File: config.mk
export PLATFORM = sky130hd
export DESIGN_NAME = drive_speed_stop_control
export DESIGN_NICKNAME = d
export VERILOG_FILES = /design/src/logic/drive_ctrl_pkg.sv /design/src/logic/drive_speed_stop_control.sv
export SDC_FILE = /design/constraint.sdc
export NUM_CORES = 1
export LEC_CHECK = 0
export ABC_CLOCK_PERIOD_IN_PS = 26400
export BUFFER_PORTS_ARGS = -buffer_cell sky130_fd_sc_hd__buf_4
export CAP_MARGIN = 25
export CORE_UTILIZATION = 45
export CTS_BUF_LIST = sky130_fd_sc_hd__clkbuf_8
export DETAILED_ROUTE_END_ITERATION = 10
export PLACE_DENSITY = 0.66
export SYNTH_ARGS = -nofsm -noshare
export SYNTH_HDL_FRONTEND = slang
export SYNTH_SLANG_ARGS = --single-unit
File: constraint.sdc
create_clock -name i_ref_clk -period 26.4 [get_ports i_ref_clk]
set_clock_uncertainty 0.15 [all_clocks]
set_input_delay 5.28 -clock i_ref_clk [delete_from_list [all_inputs] [get_ports i_ref_clk]]
set_output_delay 5.28 -clock i_ref_clk [all_outputs]
set_load 0.03 [all_outputs]
File: src/logic/drive_ctrl_pkg.sv
// constants and skip band and speed limit types for the drive speed and stop control
package drive_ctrl_pkg;

  // ------------------------------------------------------------------
  // clock and timing
  // ------------------------------------------------------------------
  localparam int CLK_FREQ_HZ       = 200_000_000;
  localparam int TICK_TIME_S       = 1;
  localparam int SECOND_CYCLES_DEF = CLK_FREQ_HZ * TICK_TIME_S;
  localparam logic [5:0] DEFLUX_TIME_S  = 6'h02;
  localparam logic [5:0] RESTART_WAIT_S = 6'h0a;

  // ------------------------------------------------------------------
  // widths and limits
  // ------------------------------------------------------------------
  localparam int SPEED_W    = 16;
  localparam int TIME_W     = 32;
  localparam int SKIP_COUNT = 4;
  localparam logic [15:0] INJ_STRENGTH_MIN = 16'h0001;
  localparam logic [15:0] INJ_STRENGTH_MAX = 16'h0064;
  localparam logic [15:0] INJ_DURATION_MIN = 16'h0001;
  localparam logic [15:0] INJ_DURATION_MAX = 16'h003c;
  localparam logic [15:0] ZERO_SPEED       = 16'h0000;
  // four bcd digits of the factory access code
  localparam logic [15:0] ACCESS_CODE      = 16'h1470;

  // ------------------------------------------------------------------
  // carrier: index 0..7 maps to 2..16 khz
  // ------------------------------------------------------------------
  localparam logic [2:0] CARRIER_IDX_MIN = 3'h0;
  localparam logic [2:0] CARRIER_IDX_MAX = 3'h7;

  // ------------------------------------------------------------------
  // stop mode codes
  // ------------------------------------------------------------------
  localparam logic [1:0] STOP_DECELERATE = 2'h0;
  localparam logic [1:0] STOP_FREEWHEEL  = 2'h1;
  localparam logic [1:0] STOP_INJECTION  = 2'h2;

  typedef struct packed {
    logic               enable;
    logic [SPEED_W-1:0] centre;
    logic [SPEED_W-1:0] width;
  } skip_band_type;

  typedef struct packed {
    logic [SPEED_W-1:0] min_freq;
    logic [SPEED_W-1:0] max_freq;
  } speed_limits_type;

endpackage

File: src/logic/drive_speed_stop_control.sv
// speed reference, override and stop sequencing for a motor inverter
`timescale 1ns/1ps
// ------------------------------------------------------------------
// Summary of operation
// - four skip bands, disabled ones ignored
// - band spans width below and above centre
// - centre and width limited to max
// - below centre use lower edge, else upper
// - inch runs from preset or analog source
// - inch inhibited while override engaged
// - analog source clamped to min and max
// - override only with building services layout
// - engaged override runs forward, ignores inputs
// - override ignores thermal, retries other trips
// - override enable needs matching access code
// - override survives defaults, blocks industrial layout
// - override stop needs request low, stop
// - timestamp taken when override is enabled
// - timestamp taken when override ignores trip
// - carrier automatic or 2 to 16 khz
// - automatic carrier steps 2 khz on heating
// - stop mode for panel key or run
// - decelerate mode ramps speed to zero
// - freewheel mode stops switching at once
// - injection waits two seconds then dc
// - injection strength 1 to 100 percent
// - injection duration 1 to 60 seconds
// - current-squared-time trip during injection
// - brake switches resistor on regeneration
// - restart attempt ten seconds after trip
// ------------------------------------------------------------------
module drive_speed_stop_control
  import drive_ctrl_pkg::*;
#(
  parameter int SECOND_CYCLES = drive_ctrl_pkg::SECOND_CYCLES_DEF
) (
  // clock and reset
  input  wire logic                       i_ref_clk,
  input  wire logic                       i_nrst,
  // speed configuration
  input  wire drive_ctrl_pkg::speed_limits_type i_limits,
  input  wire drive_ctrl_pkg::skip_band_type [3:0] i_skip,
  input  wire logic [15:0]                i_speed_ref,
  input  wire logic [15:0]                i_analog2,
  input  wire logic [15:0]                i_decel_cycles,
  input  wire logic                       i_reverse,
  // inch
  input  wire logic                       i_inch_close,
  input  wire logic                       i_inch_src_analog,
  input  wire logic [15:0]                i_inch_preset,
  // override and terminal layout
  input  wire logic                       i_override_request,
  input  wire logic                       i_override_enable_req,
  input  wire logic                       i_override_disable_req,
  input  wire logic [15:0]                i_access_code,
  input  wire logic                       i_override_src_analog,
  input  wire logic [15:0]                i_override_preset,
  input  wire logic                       i_layout_req,
  input  wire logic                       i_layout_req_industrial,
  input  wire logic                       i_defaults_restore,
  input  wire logic [31:0]                i_time_now,
  // run controls
  input  wire logic                       i_enable_in,
  input  wire logic                       i_run_in,
  input  wire logic                       i_panel_stop,
  input  wire logic [1:0]                 i_stop_mode,
  input  wire logic [15:0]                i_inj_strength,
  input  wire logic [15:0]                i_inj_duration_s,
  // protection and restart
  input  wire logic                       i_trip_thermal,
  input  wire logic                       i_trip_other,
  input  wire logic                       i_i2t_excess,
  input  wire logic                       i_trip_reset,
  input  wire logic                       i_auto_restart_en,
  // carrier and brake
  input  wire logic                       i_carrier_auto,
  input  wire logic [2:0]                 i_carrier_fixed,
  input  wire logic                       i_heat_rise,
  input  wire logic                       i_heat_fall,
  input  wire logic                       i_brake_fitted,
  input  wire logic                       i_brake_enable,
  input  wire logic                       i_regen,
  // power stage
  output logic [15:0]                     o_speed,
  output logic                            o_forward,
  output logic                            o_switching,
  output logic                            o_inj_active,
  output logic [15:0]                     o_inj_strength,
  output logic [4:0]                      o_carrier_khz,
  output logic                            o_brake_switch,
  // status
  output logic                            o_tripped,
  output logic                            o_override_enabled,
  output logic                            o_override_engaged,
  output logic                            o_layout_building,
  output logic                            o_code_rejected,
  output logic                            o_stressed,
  output logic [31:0]                     o_time_enabled,
  output logic [31:0]                     o_time_stressed
);

  import drive_ctrl_pkg::*;

  typedef enum logic [5:0] {
    ST_IDLE   = 6'h01,
    ST_RUN    = 6'h02,
    ST_RAMP   = 6'h04,
    ST_DEFLUX = 6'h08,
    ST_INJECT = 6'h10,
    ST_TRIP   = 6'h20
  } state_type;

  function automatic logic [15:0] clamp_val(input logic [15:0] v,
                                            input logic [15:0] lo,
                                            input logic [15:0] hi);
    logic [15:0] r;
    r = v;
    if (v < lo) begin
      r = lo;
    end
    if (v > hi) begin
      r = hi;
    end
    return r;
  endfunction

  state_type   state;
  state_type   next_state;
  state_type   stop_target;
  logic [31:0] cyc;
  logic [5:0]  secs;
  logic [15:0] ramp_cnt;
  logic        ovr_run;
  logic        inch_run;
  logic        stress_q;
  logic [2:0]  carrier_idx;
  logic        engaged;
  logic        stop_cmd;
  logic        start_req;
  logic        inch_ok;
  logic        trip_now;
  logic        stress;
  logic [15:0] sel_speed;
  logic [15:0] next_speed;
  logic [15:0] inj_dur;

  // ------------------------------------------------------------------
  // override qualification
  // ------------------------------------------------------------------
  assign engaged = o_override_enabled && o_layout_building
                   && i_override_request;
  assign inch_ok = i_inch_close && !engaged;
  // enable, run and panel stop are dead while override holds the drive
  assign stop_cmd = i_panel_stop || !i_run_in || !i_enable_in;
  assign start_req = engaged || inch_ok
                     || (i_enable_in && i_run_in && !i_panel_stop);
  // thermal trips are masked only while the override is engaged
  assign trip_now = (i_trip_thermal && !engaged) || i_trip_other
                    || (state == ST_INJECT && i_i2t_excess);
  assign stress = engaged && (i_trip_thermal || i_trip_other)
                  && (state != ST_IDLE);
  assign inj_dur = clamp_val(i_inj_duration_s, INJ_DURATION_MIN,
                             INJ_DURATION_MAX);

  always_ff @(posedge i_ref_clk or negedge i_nrst) begin
    if (!i_nrst) begin
      o_override_enabled <= 1'b0;
      o_code_rejected    <= 1'b0;
      o_time_enabled     <= 32'h0000_0000;
    end else if (i_override_enable_req) begin
      if (i_access_code == ACCESS_CODE && o_layout_building) begin
        o_override_enabled <= 1'b1;
        o_time_enabled     <= i_time_now;
        o_code_rejected    <= 1'b0;
      end else begin
        o_code_rejected <= 1'b1;
      end
    end else if (i_override_disable_req) begin
      o_override_enabled <= 1'b0;
    end
  end

  // restoring defaults selects building services and keeps the override
  always_ff @(posedge i_ref_clk or negedge i_nrst) begin
    if (!i_nrst) begin
      o_layout_building <= 1'b1;
    end else if (i_defaults_restore) begin
      o_layout_building <= 1'b1;
    end else if (i_layout_req) begin
      if (!i_layout_req_industrial) begin
        o_layout_building <= 1'b1;
      end else if (!o_override_enabled) begin
        o_layout_building <= 1'b0;
      end
    end
  end

  always_ff @(posedge i_ref_clk or negedge i_nrst) begin
    if (!i_nrst) begin
      stress_q        <= 1'b0;
      o_stressed      <= 1'b0;
      o_time_stressed <= 32'h0000_0000;
    end else begin
      stress_q <= stress;
      if (stress && !stress_q) begin
        o_stressed      <= 1'b1;
        o_time_stressed <= i_time_now;
      end
    end
  end

  // ------------------------------------------------------------------
  // speed reference: source, clamp, then skip bands in order
  // ------------------------------------------------------------------
  always_comb begin
    logic [15:0] src;
    logic [15:0] c;
    logic [15:0] w;
    logic [15:0] lo;
    logic [16:0] hi;
    src = ZERO_SPEED;
    c   = ZERO_SPEED;
    w   = ZERO_SPEED;
    lo  = ZERO_SPEED;
    hi  = 17'h00000;
    if (engaged || ovr_run) begin
      src = i_override_src_analog ? i_analog2 : i_override_preset;
    end else if (inch_run || inch_ok) begin
      src = i_inch_src_analog ? i_analog2 : i_inch_preset;
    end else begin
      src = i_speed_ref;
    end
    sel_speed = clamp_val(src, i_limits.min_freq,
                          i_limits.max_freq);
    for (int k = 0; k < SKIP_COUNT; k++) begin
      if (i_skip[k].enable) begin
        c  = clamp_val(i_skip[k].centre, ZERO_SPEED,
                       i_limits.max_freq);
        w  = clamp_val(i_skip[k].width, ZERO_SPEED,
                       i_limits.max_freq);
        lo = (w > c) ? ZERO_SPEED : 16'(c - w);
        hi = {1'b0, c} + {1'b0, w};
        if (sel_speed >= lo && sel_speed < c) begin
          sel_speed = lo;
        end else if (sel_speed >= c && {1'b0, sel_speed} <= hi) begin
          sel_speed = hi[16] ? 16'hffff : hi[15:0];
        end
      end
    end
  end

  // ------------------------------------------------------------------
  // run and stop sequence
  // ------------------------------------------------------------------
  always_comb begin
    unique case (i_stop_mode)
      STOP_FREEWHEEL: stop_target = ST_IDLE;
      STOP_INJECTION: stop_target = ST_DEFLUX;
      default:        stop_target = ST_RAMP;
    endcase
  end

  always_comb begin
    next_state = state;
    unique case (state)
      ST_IDLE: begin
        if (trip_now) begin
          next_state = ST_TRIP;
        end else if (start_req) begin
          next_state = ST_RUN;
        end
      end
      ST_RUN: begin
        if (trip_now) begin
          next_state = ST_TRIP;
        end else if (engaged) begin
          next_state = ST_RUN;
        end else if (inch_run && !ovr_run) begin
          if (!i_inch_close) begin
            next_state = stop_target;
          end
        end else if (stop_cmd) begin
          next_state = stop_target;
        end
      end
      ST_RAMP: begin
        if (trip_now) begin
          next_state = ST_TRIP;
        end else if (engaged) begin
          next_state = ST_RUN;
        end else if (o_speed == ZERO_SPEED) begin
          next_state = ST_IDLE;
        end
      end
      ST_DEFLUX: begin
        if (trip_now) begin
          next_state = ST_TRIP;
        end else if (engaged) begin
          next_state = ST_RUN;
        end else if (secs == DEFLUX_TIME_S) begin
          next_state = ST_INJECT;
        end
      end
      ST_INJECT: begin
        if (trip_now) begin
          next_state = ST_TRIP;
        end else if (engaged) begin
          next_state = ST_RUN;
        end else if ({10'h000, secs} == inj_dur) begin
          next_state = ST_IDLE;
        end
      end
      ST_TRIP: begin
        if (i_trip_reset) begin
          next_state = ST_IDLE;
        end else if ((engaged || i_auto_restart_en)
                     && secs == RESTART_WAIT_S) begin
          next_state = ST_IDLE;
        end
      end
      default: next_state = ST_IDLE;
    endcase
  end

  always_ff @(posedge i_ref_clk or negedge i_nrst) begin
    if (!i_nrst) begin
      state    <= ST_IDLE;
      ovr_run  <= 1'b0;
      inch_run <= 1'b0;
    end else begin
      state <= next_state;
      if (next_state != ST_RUN) begin
        ovr_run  <= 1'b0;
        inch_run <= 1'b0;
      end else if (engaged) begin
        ovr_run  <= 1'b1;
        inch_run <= 1'b0;
      end else if (state != ST_RUN) begin
        inch_run <= inch_ok && !(i_enable_in && i_run_in);
      end
    end
  end

  // seconds timer restarts on every state change
  always_ff @(posedge i_ref_clk or negedge i_nrst) begin
    if (!i_nrst) begin
      cyc  <= 32'h0000_0000;
      secs <= 6'h00;
    end else if (next_state != state) begin
      cyc  <= 32'h0000_0000;
      secs <= 6'h00;
    end else if (cyc == 32'(SECOND_CYCLES - 1)) begin
      cyc  <= 32'h0000_0000;
      secs <= secs + 6'h01;
    end else begin
      cyc <= cyc + 32'h0000_0001;
    end
  end

  // ramp rate is one speed unit per i_decel_cycles + 1 clocks
  always_comb begin
    next_speed = ZERO_SPEED;
    if (next_state == ST_RUN) begin
      next_speed = sel_speed;
    end else if (next_state == ST_RAMP) begin
      next_speed = o_speed;
      if (ramp_cnt >= i_decel_cycles && o_speed != ZERO_SPEED) begin
        next_speed = o_speed - 16'h0001;
      end
    end
  end

  always_ff @(posedge i_ref_clk or negedge i_nrst) begin
    if (!i_nrst) begin
      ramp_cnt <= 16'h0000;
    end else if (state != ST_RAMP || ramp_cnt >= i_decel_cycles) begin
      ramp_cnt <= 16'h0000;
    end else begin
      ramp_cnt <= ramp_cnt + 16'h0001;
    end
  end

  always_ff @(posedge i_ref_clk or negedge i_nrst) begin
    if (!i_nrst) begin
      o_speed        <= 16'h0000;
      o_forward      <= 1'b1;
      o_switching    <= 1'b0;
      o_inj_active   <= 1'b0;
      o_inj_strength <= 16'h0000;
      o_tripped      <= 1'b0;
      o_override_engaged <= 1'b0;
    end else begin
      o_speed     <= next_speed;
      o_forward   <= engaged || ovr_run || !i_reverse;
      o_switching <= (next_state == ST_RUN)
                     || (next_state == ST_RAMP);
      o_inj_active <= (next_state == ST_INJECT);
      o_inj_strength <= (next_state == ST_INJECT)
                        ? clamp_val(i_inj_strength, INJ_STRENGTH_MIN,
                                    INJ_STRENGTH_MAX)
                        : 16'h0000;
      o_tripped <= (next_state == ST_TRIP);
      o_override_engaged <= engaged;
    end
  end

  // ------------------------------------------------------------------
  // carrier and brake
  // ------------------------------------------------------------------
  always_ff @(posedge i_ref_clk or negedge i_nrst) begin
    if (!i_nrst) begin
      carrier_idx <= CARRIER_IDX_MAX;
    end else if (i_heat_rise && carrier_idx != CARRIER_IDX_MIN) begin
      carrier_idx <= carrier_idx - 3'h1;
    end else if (i_heat_fall && carrier_idx != CARRIER_IDX_MAX) begin
      carrier_idx <= carrier_idx + 3'h1;
    end
  end

  always_ff @(posedge i_ref_clk or negedge i_nrst) begin
    if (!i_nrst) begin
      o_carrier_khz  <= 5'h10;
      o_brake_switch <= 1'b0;
    end else begin
      o_carrier_khz <= {(i_carrier_auto ? 4'(carrier_idx)
                                        : 4'(i_carrier_fixed))
                        + 4'h1, 1'b0};
      o_brake_switch <= i_brake_fitted && i_brake_enable
                        && i_regen;
    end
  end
endmodule // drive_speed_stop_control

# After elaboration in Yosys (flattened, before gate mapping)
# Cells that the tools add are included.
# classes
n_addsub,15
eq_ne,26
muxes,99
n_reduce_logical,60
magnitude_cmp,43
# ops
operator,n
$mux W16,59
$gt A16 B16 Y1,13
$lt A16 B1 Y1 const B,10
$ge A16 B16 Y1,9
$mux W6,20
$lt A16 B16 Y1,5
$add A16 B16 Y17,4
$le A16 B17 Y1,4
$mux W32,2
$sub A16 B16 Y16,4
$pmux W6 S6,1
$add A32 B1 Y32 const B,1
$eq A32 B28 Y1 const B,1
$logic_and A1 B1 Y1,27
$eq A6 B2 Y1 const B,3
$add A16 B1 Y16 const B,1
$eq A16 B13 Y1 const B,1
$eq A6 B16 Y1,1
$gt A16 B6 Y1 const B,1
$gt A16 B7 Y1 const B,1
$logic_not A16 Y1,1
$reduce_bool A16 Y1,1
$sub A16 B1 Y16 const B,1
$logic_or A1 B1 Y1,13
other kinds (25),59
# word_totals
output_inout_bits,111
word_cells,266
ff_bits,176

# Depth between registers and ports, before layout
# Gate-level depths: netlist of the first run.
# logic_depth
depth_word,31
mapped_depth,83

# Worst setup path before layout of the first run
# No wires, ideal clock.
# synth_path
kind,input-to-reg
start,input port i_limits[2] (netlist bit)
end,register o_speed[12]
path_slack_ns,5.637
required_ns,26.185
cell_stages,78
path_buffers,9
arrival_time_ns,20.548
cell_sequence,clkbuf_1 clkbuf_1 inv_1 ha_1 o211ai_1 a21o_1 nand4_1 nand2_1 clkbuf_1 clkbuf_1 nor2_1 a21oi_1 inv_1 fa_1 nor2b_1 o21ai_0 a21oi_1 o211ai_1 [42 not listed] nand2_1 o21ai_0 ha_1 a21o_1 a21o_1 a21o_1 a211oi_1 o21bai_1 a21oi_1 o211ai_1 o21ai_0 inv_1 clkbuf_1 a22o_1 a21o_1 o2bb2ai_1 a41oi_1 o21a_1
# synth_between
elab_chain_len,25
elab_cells_between_ends,83
cone_classes,add/sub: 8; order compare: 29; mux: 38; reduce/logical: 8
# synth_lines
item,line_no,source
"start, declared",drive_speed_stop_control.sv:41,"input wire drive_ctrl_pkg::speed_limits_type i_limits,"
$gt A16 B16 Y1,drive_speed_stop_control.sv:121,if (v > hi) begin
$mux W16,drive_speed_stop_control.sv:121,
$mux W16,drive_speed_stop_control.sv:236,if (i_skip[k].enable) begin
"$add A16 B16 Y17, or another cell as far along",drive_speed_stop_control.sv:242,"hi = {1'b0, c} + {1'b0, w};"
$le A16 B17 Y1 / $mux W16 (equally long branches),"drive_speed_stop_control.sv:245, drive_speed_stop_control.sv:241",
$logic_and A1 B1 Y1 / $ge A16 B16 Y1 (equally long branches),"drive_speed_stop_control.sv:245, drive_speed_stop_control.sv:243",
$mux W16 / $logic_and A1 B1 Y1 (equally long branches),"drive_speed_stop_control.sv:245, drive_speed_stop_control.sv:243",
$mux W16,drive_speed_stop_control.sv:243,if (sel_speed >= lo && sel_speed < c) begin
[9 not listed],-,
$mux W16,drive_speed_stop_control.sv:243,
$mux W16,drive_speed_stop_control.sv:236,
$le A16 B17 Y1 / $ge A16 B16 Y1 (equally long branches),drive_speed_stop_control.sv:245,"end else if (sel_speed >= c && {1'b0, sel_speed} <= hi) begin"
$logic_and A1 B1 Y1,drive_speed_stop_control.sv:245,
$mux W16,drive_speed_stop_control.sv:245,
$mux W16,drive_speed_stop_control.sv:243,
$mux W16 *,drive_speed_stop_control.sv:236,
$mux W16 *,drive_speed_stop_control.sv:363,if (next_state == ST_RUN) begin
"end signal, assigned",drive_speed_stop_control.sv:393,o_speed <= next_speed;
"end, declared",drive_speed_stop_control.sv:84,"output logic [15:0] o_speed,"
# Every way passes the cells marked *; elsewhere a longest branch is shown, timed or not. The select of a mux whose other input is x is not followed.
# A chain may end at the register's enable or synchronous reset.

# Worst setup path after layout of the first run
# layout_path
start,input port i_limits[5] (netlist bit)
end,register o_speed[3]
# The elaborated chain is that of the path after synthesis.

==> results of run 1 <==
metal layers:
| metal | GRT usage | wire length [µm] |
|---|---|---|
| met3 | 0.0610 | 8650 |
| met4 | 0.152 | 4940 |
| met5 | 0 | 0 |
| met2 | 0.529 | 48300 |
| met1 | 0.423 | 46000 |
synthesized netlist by cell type, types with 19 or more instances:
library cell  instances
nor2b_1              65
nor3_1               62
a21o_1              100
clkbuf_1            126
xnor2_1             106
nand2b_1             71
o21bai_1             22
a21oi_1             251
inv_1               202
mux2_2              182
nand3_1              71
a211oi_1             36
nor2_1              336
or2_2                19
o21ai_0             176
and2_1               19
o21a_1               38
xor2_1               56
nor4_1               20
nand2_1             222
dfrtp_1             169
and3_1               35
mux2i_1             134
ha_1                501
o31ai_1              21
a31oi_1              32
a22o_1               27
nand4_1              65
o211ai_1             25
cells by family after synthesis:
kind of cell	Yosys count	share of synthesized area
XOR/XNOR	162	0.0501
flip-flops	176	0.156
buffers and inverters	342	0.0459
AO/OA/AOI/OAI	922	0.216
other	1	0.000133
adder cells (fa/ha/maj)	510	0.228
multiplexers	316	0.120
AND/OR/NAND/NOR	1063	0.184
critical path: cells and delay by family:
kind | cells | cell delay, ps
buffers and inverters | 5 | 1540
AOI/OAI and AO/OA | 39 | 9030
adders and majority gates | 6 | 2330
and+or+nand+nor | 19 | 5680
area by class of cell:
| cell class | count | area share |
|---|---|---|
| multi-input combinational | 2983 | 0.685 |
| sequential | 176 | 0.133 |
| timing repair buffer | 503 | 0.114 |
| tap | 837 | 0.0316 |
| inverter | 206 | 0.0235 |
| clock buffer | 17 | 0.00706 |
| clock inverter | 15 | 0.00528 |
| antenna | 5 | 0.000377 |
registers in the layout, summed over array words and instances, names as in the netlist, 4 cells and up:
signal and count:
ramp_cnt 16, cyc 32, o_time_enabled 32, state 6, o_inj_strength 16, secs 6, o_carrier_khz 4, o_time_stressed 32
o_speed 16
through the flow:
step	util	total power, mW	area, µm²	setup slack, ps
final	0.535	3.52	33200	2760
after global routing	0.535	3.81	33200	1560
after CTS	0.535	3.43	33100	3280
after detailed placement	0.528	3.22	32700	2820
after global placement	0.528	3.21	32700	3250
after floorplan	-	2.37	28300	5640
final timing paths:
check	endpoint	depth (start not counted)
min in group asynchronous	o_time_stressed[0]	1
max in group asynchronous	o_inj_strength[5]	3
worst min register to register	cyc[0]	1
worst min-delay path	cyc[0]	1
worst max-delay path	o_speed[3]	69
worst max register to register	o_speed[3]	62
where the power goes:
group	switching (mW)	leakage, nW	internal, mW	total (mW)
sequential	0.0264	2.40	0.290	0.316
clock	0.117	0.207	0.0728	0.190
combinational	1.85	13.6	1.16	3.02
total	2.00	16.2	1.52	3.52
==> impl_metrics.tcl, run 1 <==
set metrics [dict create \
    vias 28100 \
    worst_setup_path_end_kind "flop" \
    clk-insertion-delay-late_ps 490 \
    cts_tree "built" \
    drtIter0Drc 2383 \
    drv_slew 0 \
    cts.sinks 176 \
    die_w_um 253 \
    die_area_um2 63900 \
    die_h_um 253 \
    max_slew_margin 0.179 \
    cts_root_buf "clkbuf_8" \
    timing.hold.ws_ps 350 \
    synth_edf_count 0 \
    critPathKind "primary input to flop" \
    ff2ff_setup_slack_ps 8090 \
    drv_cap 0 \
    nets 4752 \
    cts-resized-gates 0 \
    final_cells 4742 \
    htreeDepth 4 \
    synth_ff_type "dfrtp_1" \
    fill_cells 6025 \
    critPathLaunch "i_limits[5]" \
    seq_area_um2 4410 \
    hold_path.startpoint "cyc[0]" \
    syn2layout_area_growth_pct 17.2 \
    synthTopCellsByArea "ha_1, dfrtp_1, mux2_2" \
    io_buffers 464 \
    cpMostUsedCell "a21o_1" \
    drt-total-wl_um 108000 \
    ys_warn_count 0 \
    gp_congestion 1.01 \
    power_density_nw_per_um2 106 \
    firstDrtPassIters 7 \
    mostFrequentLayoutCells "ha_1, buf_4, nor2_1, a21oi_1, nand2_1" \
    ant_nets 0 \
    required_ps 26650 \
    max_stage_delay_ps 750 \
    crit_fanout 31 \
    finalCriticalPeriod_ps 23640 \
    synth-seq-cells 176 \
    status "completed" \
    r2r_start "o_layout_building" \
    numCtsBuffers 17 \
    worstMarginPinSlew_ps 1230 \
    yosys.area.top_type "ha_1" \
    vias_per_cell 5.93 \
    wire_per_inst_um 22.7 \
    setup_violations 0 \
    grtUsageTotal 0.328 \
    hp-class "flop to flop" \
    overflow 0 \
    multi_input_area_um2 22700 \
    ys_seq_area_frac 0.156 \
    grt_pass1_vias 26200 \
    min_period_over_period 0.895 \
    cts_setup_buffers 0 \
    postSynthCellCount 3492 \
    critical_path_arrival_ps 23890 \
    dp.cells 4703 \
    drc_errors 0 \
    cts.clk_slew.worst_paths_ps 100 \
    yosysTopAreaCellShare 0.222 \
    syn-cell-area_um2 28300 \
    grt_pass1_wl_um 160000 \
    grt_max_degree 72 \
    row_count 91 \
    avgSynthCellArea_um2 8.10 \
    cts_hold_buf 0 \
    antenna_found_initial 5 \
    start_util 0.457 \
    ys_types 101 \
    drive_above_1_share 0.204 \
    fin_setup_tns_ps 0 \
    layout_commonest_cell "ha_1" \
    grt_setup_unrepaired "no" \
    async_flop_share 1.00 \
    ctsLongestPathBuffers 2 \
    critPathLaunchType "primary input" \
    io_pins 466 \
    critPathSlowestCell "a21boi_0" \
    leakage_nw 16.2 \
    fmax_mhz 42.3 \
    hpwl_um 88500 \
    core_area_um2 61900 \
    finalHoldViolCount 0 \
    ir_drop_v 0.000116 \
]
Power figures use the tool's default switching activity.
==> run 2: changes to the inputs <==
- PLACE_DENSITY: 0.66 -> 0.68
==> run 2 against run 1 <==
  * Die area is the same
  * Power rose by 0.72%
  * Clock power up 9%
  * Sequential share of layout area about the same
  * Clock-buffer cell count up 1
  * Final area up 0.10%
  * Register-to-register slack worse by 100 ps
==> impl_metrics.tcl, run 2 (synthesis results as in run 1) <==
set metrics [dict create \
    cts_root_buf "clkbuf_8" \
    power_density_nw_per_um2 107 \
    vias_per_cell 5.99 \
    crit_fanout 31 \
    overflow 0 \
    status "completed" \
    fill_cells 5999 \
    seq_area_um2 4410 \
    worst_setup_path_end_kind "flop" \
    critical_path_arrival_ps 23900 \
    crit_family "compound AO/OA/AOI/OAI gates" \
    finalCriticalPeriod_ps 23650 \
    core_area_um2 61900 \
    ant_nets 0 \
    die_area_um2 63900 \
    fmax_mhz 42.3 \
    dp_slack_ps 2810 \
    finalHoldViolCount 0 \
    io_buffers 464 \
    layout_commonest_cell "ha_1" \
    drv_cap 0 \
    antenna_found_initial 5 \
    min_period_over_period 0.896 \
    numCtsBuffers 17 \
    worstMarginPinSlew_ps 1130 \
    nets 4751 \
    max_stage_delay_ps 780 \
    die_h_um 253 \
    multi_input_area_um2 22700 \
    grt_pass1_vias 26600 \
    worst_slack_ps 2750 \
    cts_setup_buffers 0 \
    setup_violations 0 \
    critPathSlowestCell "a21boi_0" \
    drv_slew 0 \
    ctsLongestPathBuffers 2 \
    max_slew_margin 0.240 \
    cts-resized-gates 0 \
    critPathKind "primary input to flop" \
    grt_pass1_wl_um 163000 \
    required_ps 26650 \
    ir_drop_v 0.000121 \
    cts_tree "built" \
    htreeDepth 4 \
    path_buf_inv 5 \
    hp-class "flop to flop" \
    vias 28400 \
    clk-insertion-delay-late_ps 480 \
    start_util 0.457 \
    hpwl_um 90300 \
    wire_per_inst_um 23.2 \
    cts.sinks 176 \
    cpMostUsedCell "a21o_1" \
    cts_hold_buf 0 \
    firstDrtPassIters 7 \
    io_pins 466 \
    grt_setup_unrepaired "no" \
    drive_above_1_share 0.204 \
    die_w_um 253 \
    grt_max_degree 77 \
    leakage_nw 16.2 \
    drtIter0Drc 2722 \
    grtUsageTotal 0.335 \
    fin_setup_tns_ps 0 \
    syn2layout_area_growth_pct 17.3 \
    reg.largest.list "cyc (32), o_time_enabled (32), o_time_stressed (32)" \
    gp_congestion 1.02 \
    drc_errors 0 \
    row_count 91 \
    critPathLaunchType "primary input" \
    cts.clk_slew.worst_paths_ps 110 \
    mostFrequentLayoutCells "ha_1, buf_4, nor2_1, a21oi_1, nand2_1" \
    drt-total-wl_um 110000 \
]
[run 2: power by group]
group / switching (mW) / leakage (nW) / internal, mW / total (mW)
logic: 1.87 / 13.6 / 1.16 / 3.02
clock network: 0.107 / 0.225 / 0.0998 / 0.207
registers: 0.0276 / 2.40 / 0.290 / 0.317
total: 2.00 / 16.2 / 1.55 / 3.55
[run 2: worst reg2reg max path, delay by kind of cell (launching register included)]
kind / cells / cell delay, ps
AOI/OAI and AO/OA: 42 / 11750
adders and majority gates: 5 / 1750
buffers and inverters: 3 / 780
DFF: 1 / 570
and+or+nand+nor: 15 / 3340
[run 2: per-layer routing]
metal | GRT usage | share of wire | vias to the layer above
met1 | 0.439 | 0.42 | 13300
li1 | - | - | 13600
met2 | 0.552 | 0.46 | 1281
met4 | 0.133 | 0.041 | 0
met5 | 0 | 0 | -
met3 | 0.0468 | 0.082 | 214
[run 2: final timing paths]
check | startpoint | to | slack [ps] | cells after the start
worst max-delay path | i_limits[14] | o_speed[3] | 2750 | 73
min in group asynchronous | i_nrst | o_override_enabled | 4540 | 1
worst max register to register | o_layout_building | o_speed[3] | 7990 | 65
worst min-delay path | o_stressed | o_stressed | 330 | 1
max in group asynchronous | i_nrst | o_time_stressed[3] | 19660 | 4
worst min register to register | o_stressed | o_stressed | 330 | 1
[run 2: area by class of cell]
cell class                 instances  share of cell area
antenna                            2            0.000151
clock buffer                      18             0.00746
clock inverter                    14             0.00588
inverter                         206              0.0234
multi-input combinational       2983               0.684
sequential                       176               0.133
tap                              837              0.0316
timing repair buffer             502               0.114
[run 2: per-stage QoR]
| step | util | cell area, µm² | total power, mW | instances | hold WS (ps) |
|---|---|---|---|---|---|
| 2_1_floorplan | - | 28300 | 2.37 | 3501 | 305 |
| 3_3_place_gp | 0.528 | 32700 | 3.24 | 4702 | 302 |
| 3_5_place_dp | 0.528 | 32700 | 3.23 | 4703 | 306 |
| 4_1_cts | 0.535 | 33200 | 3.46 | 4735 | 328 |
| 5_1_grt | 0.536 | 33200 | 3.85 | 4738 | 358 |
| 6_report | 0.536 | 33200 | 3.55 | 4738 | 327 |
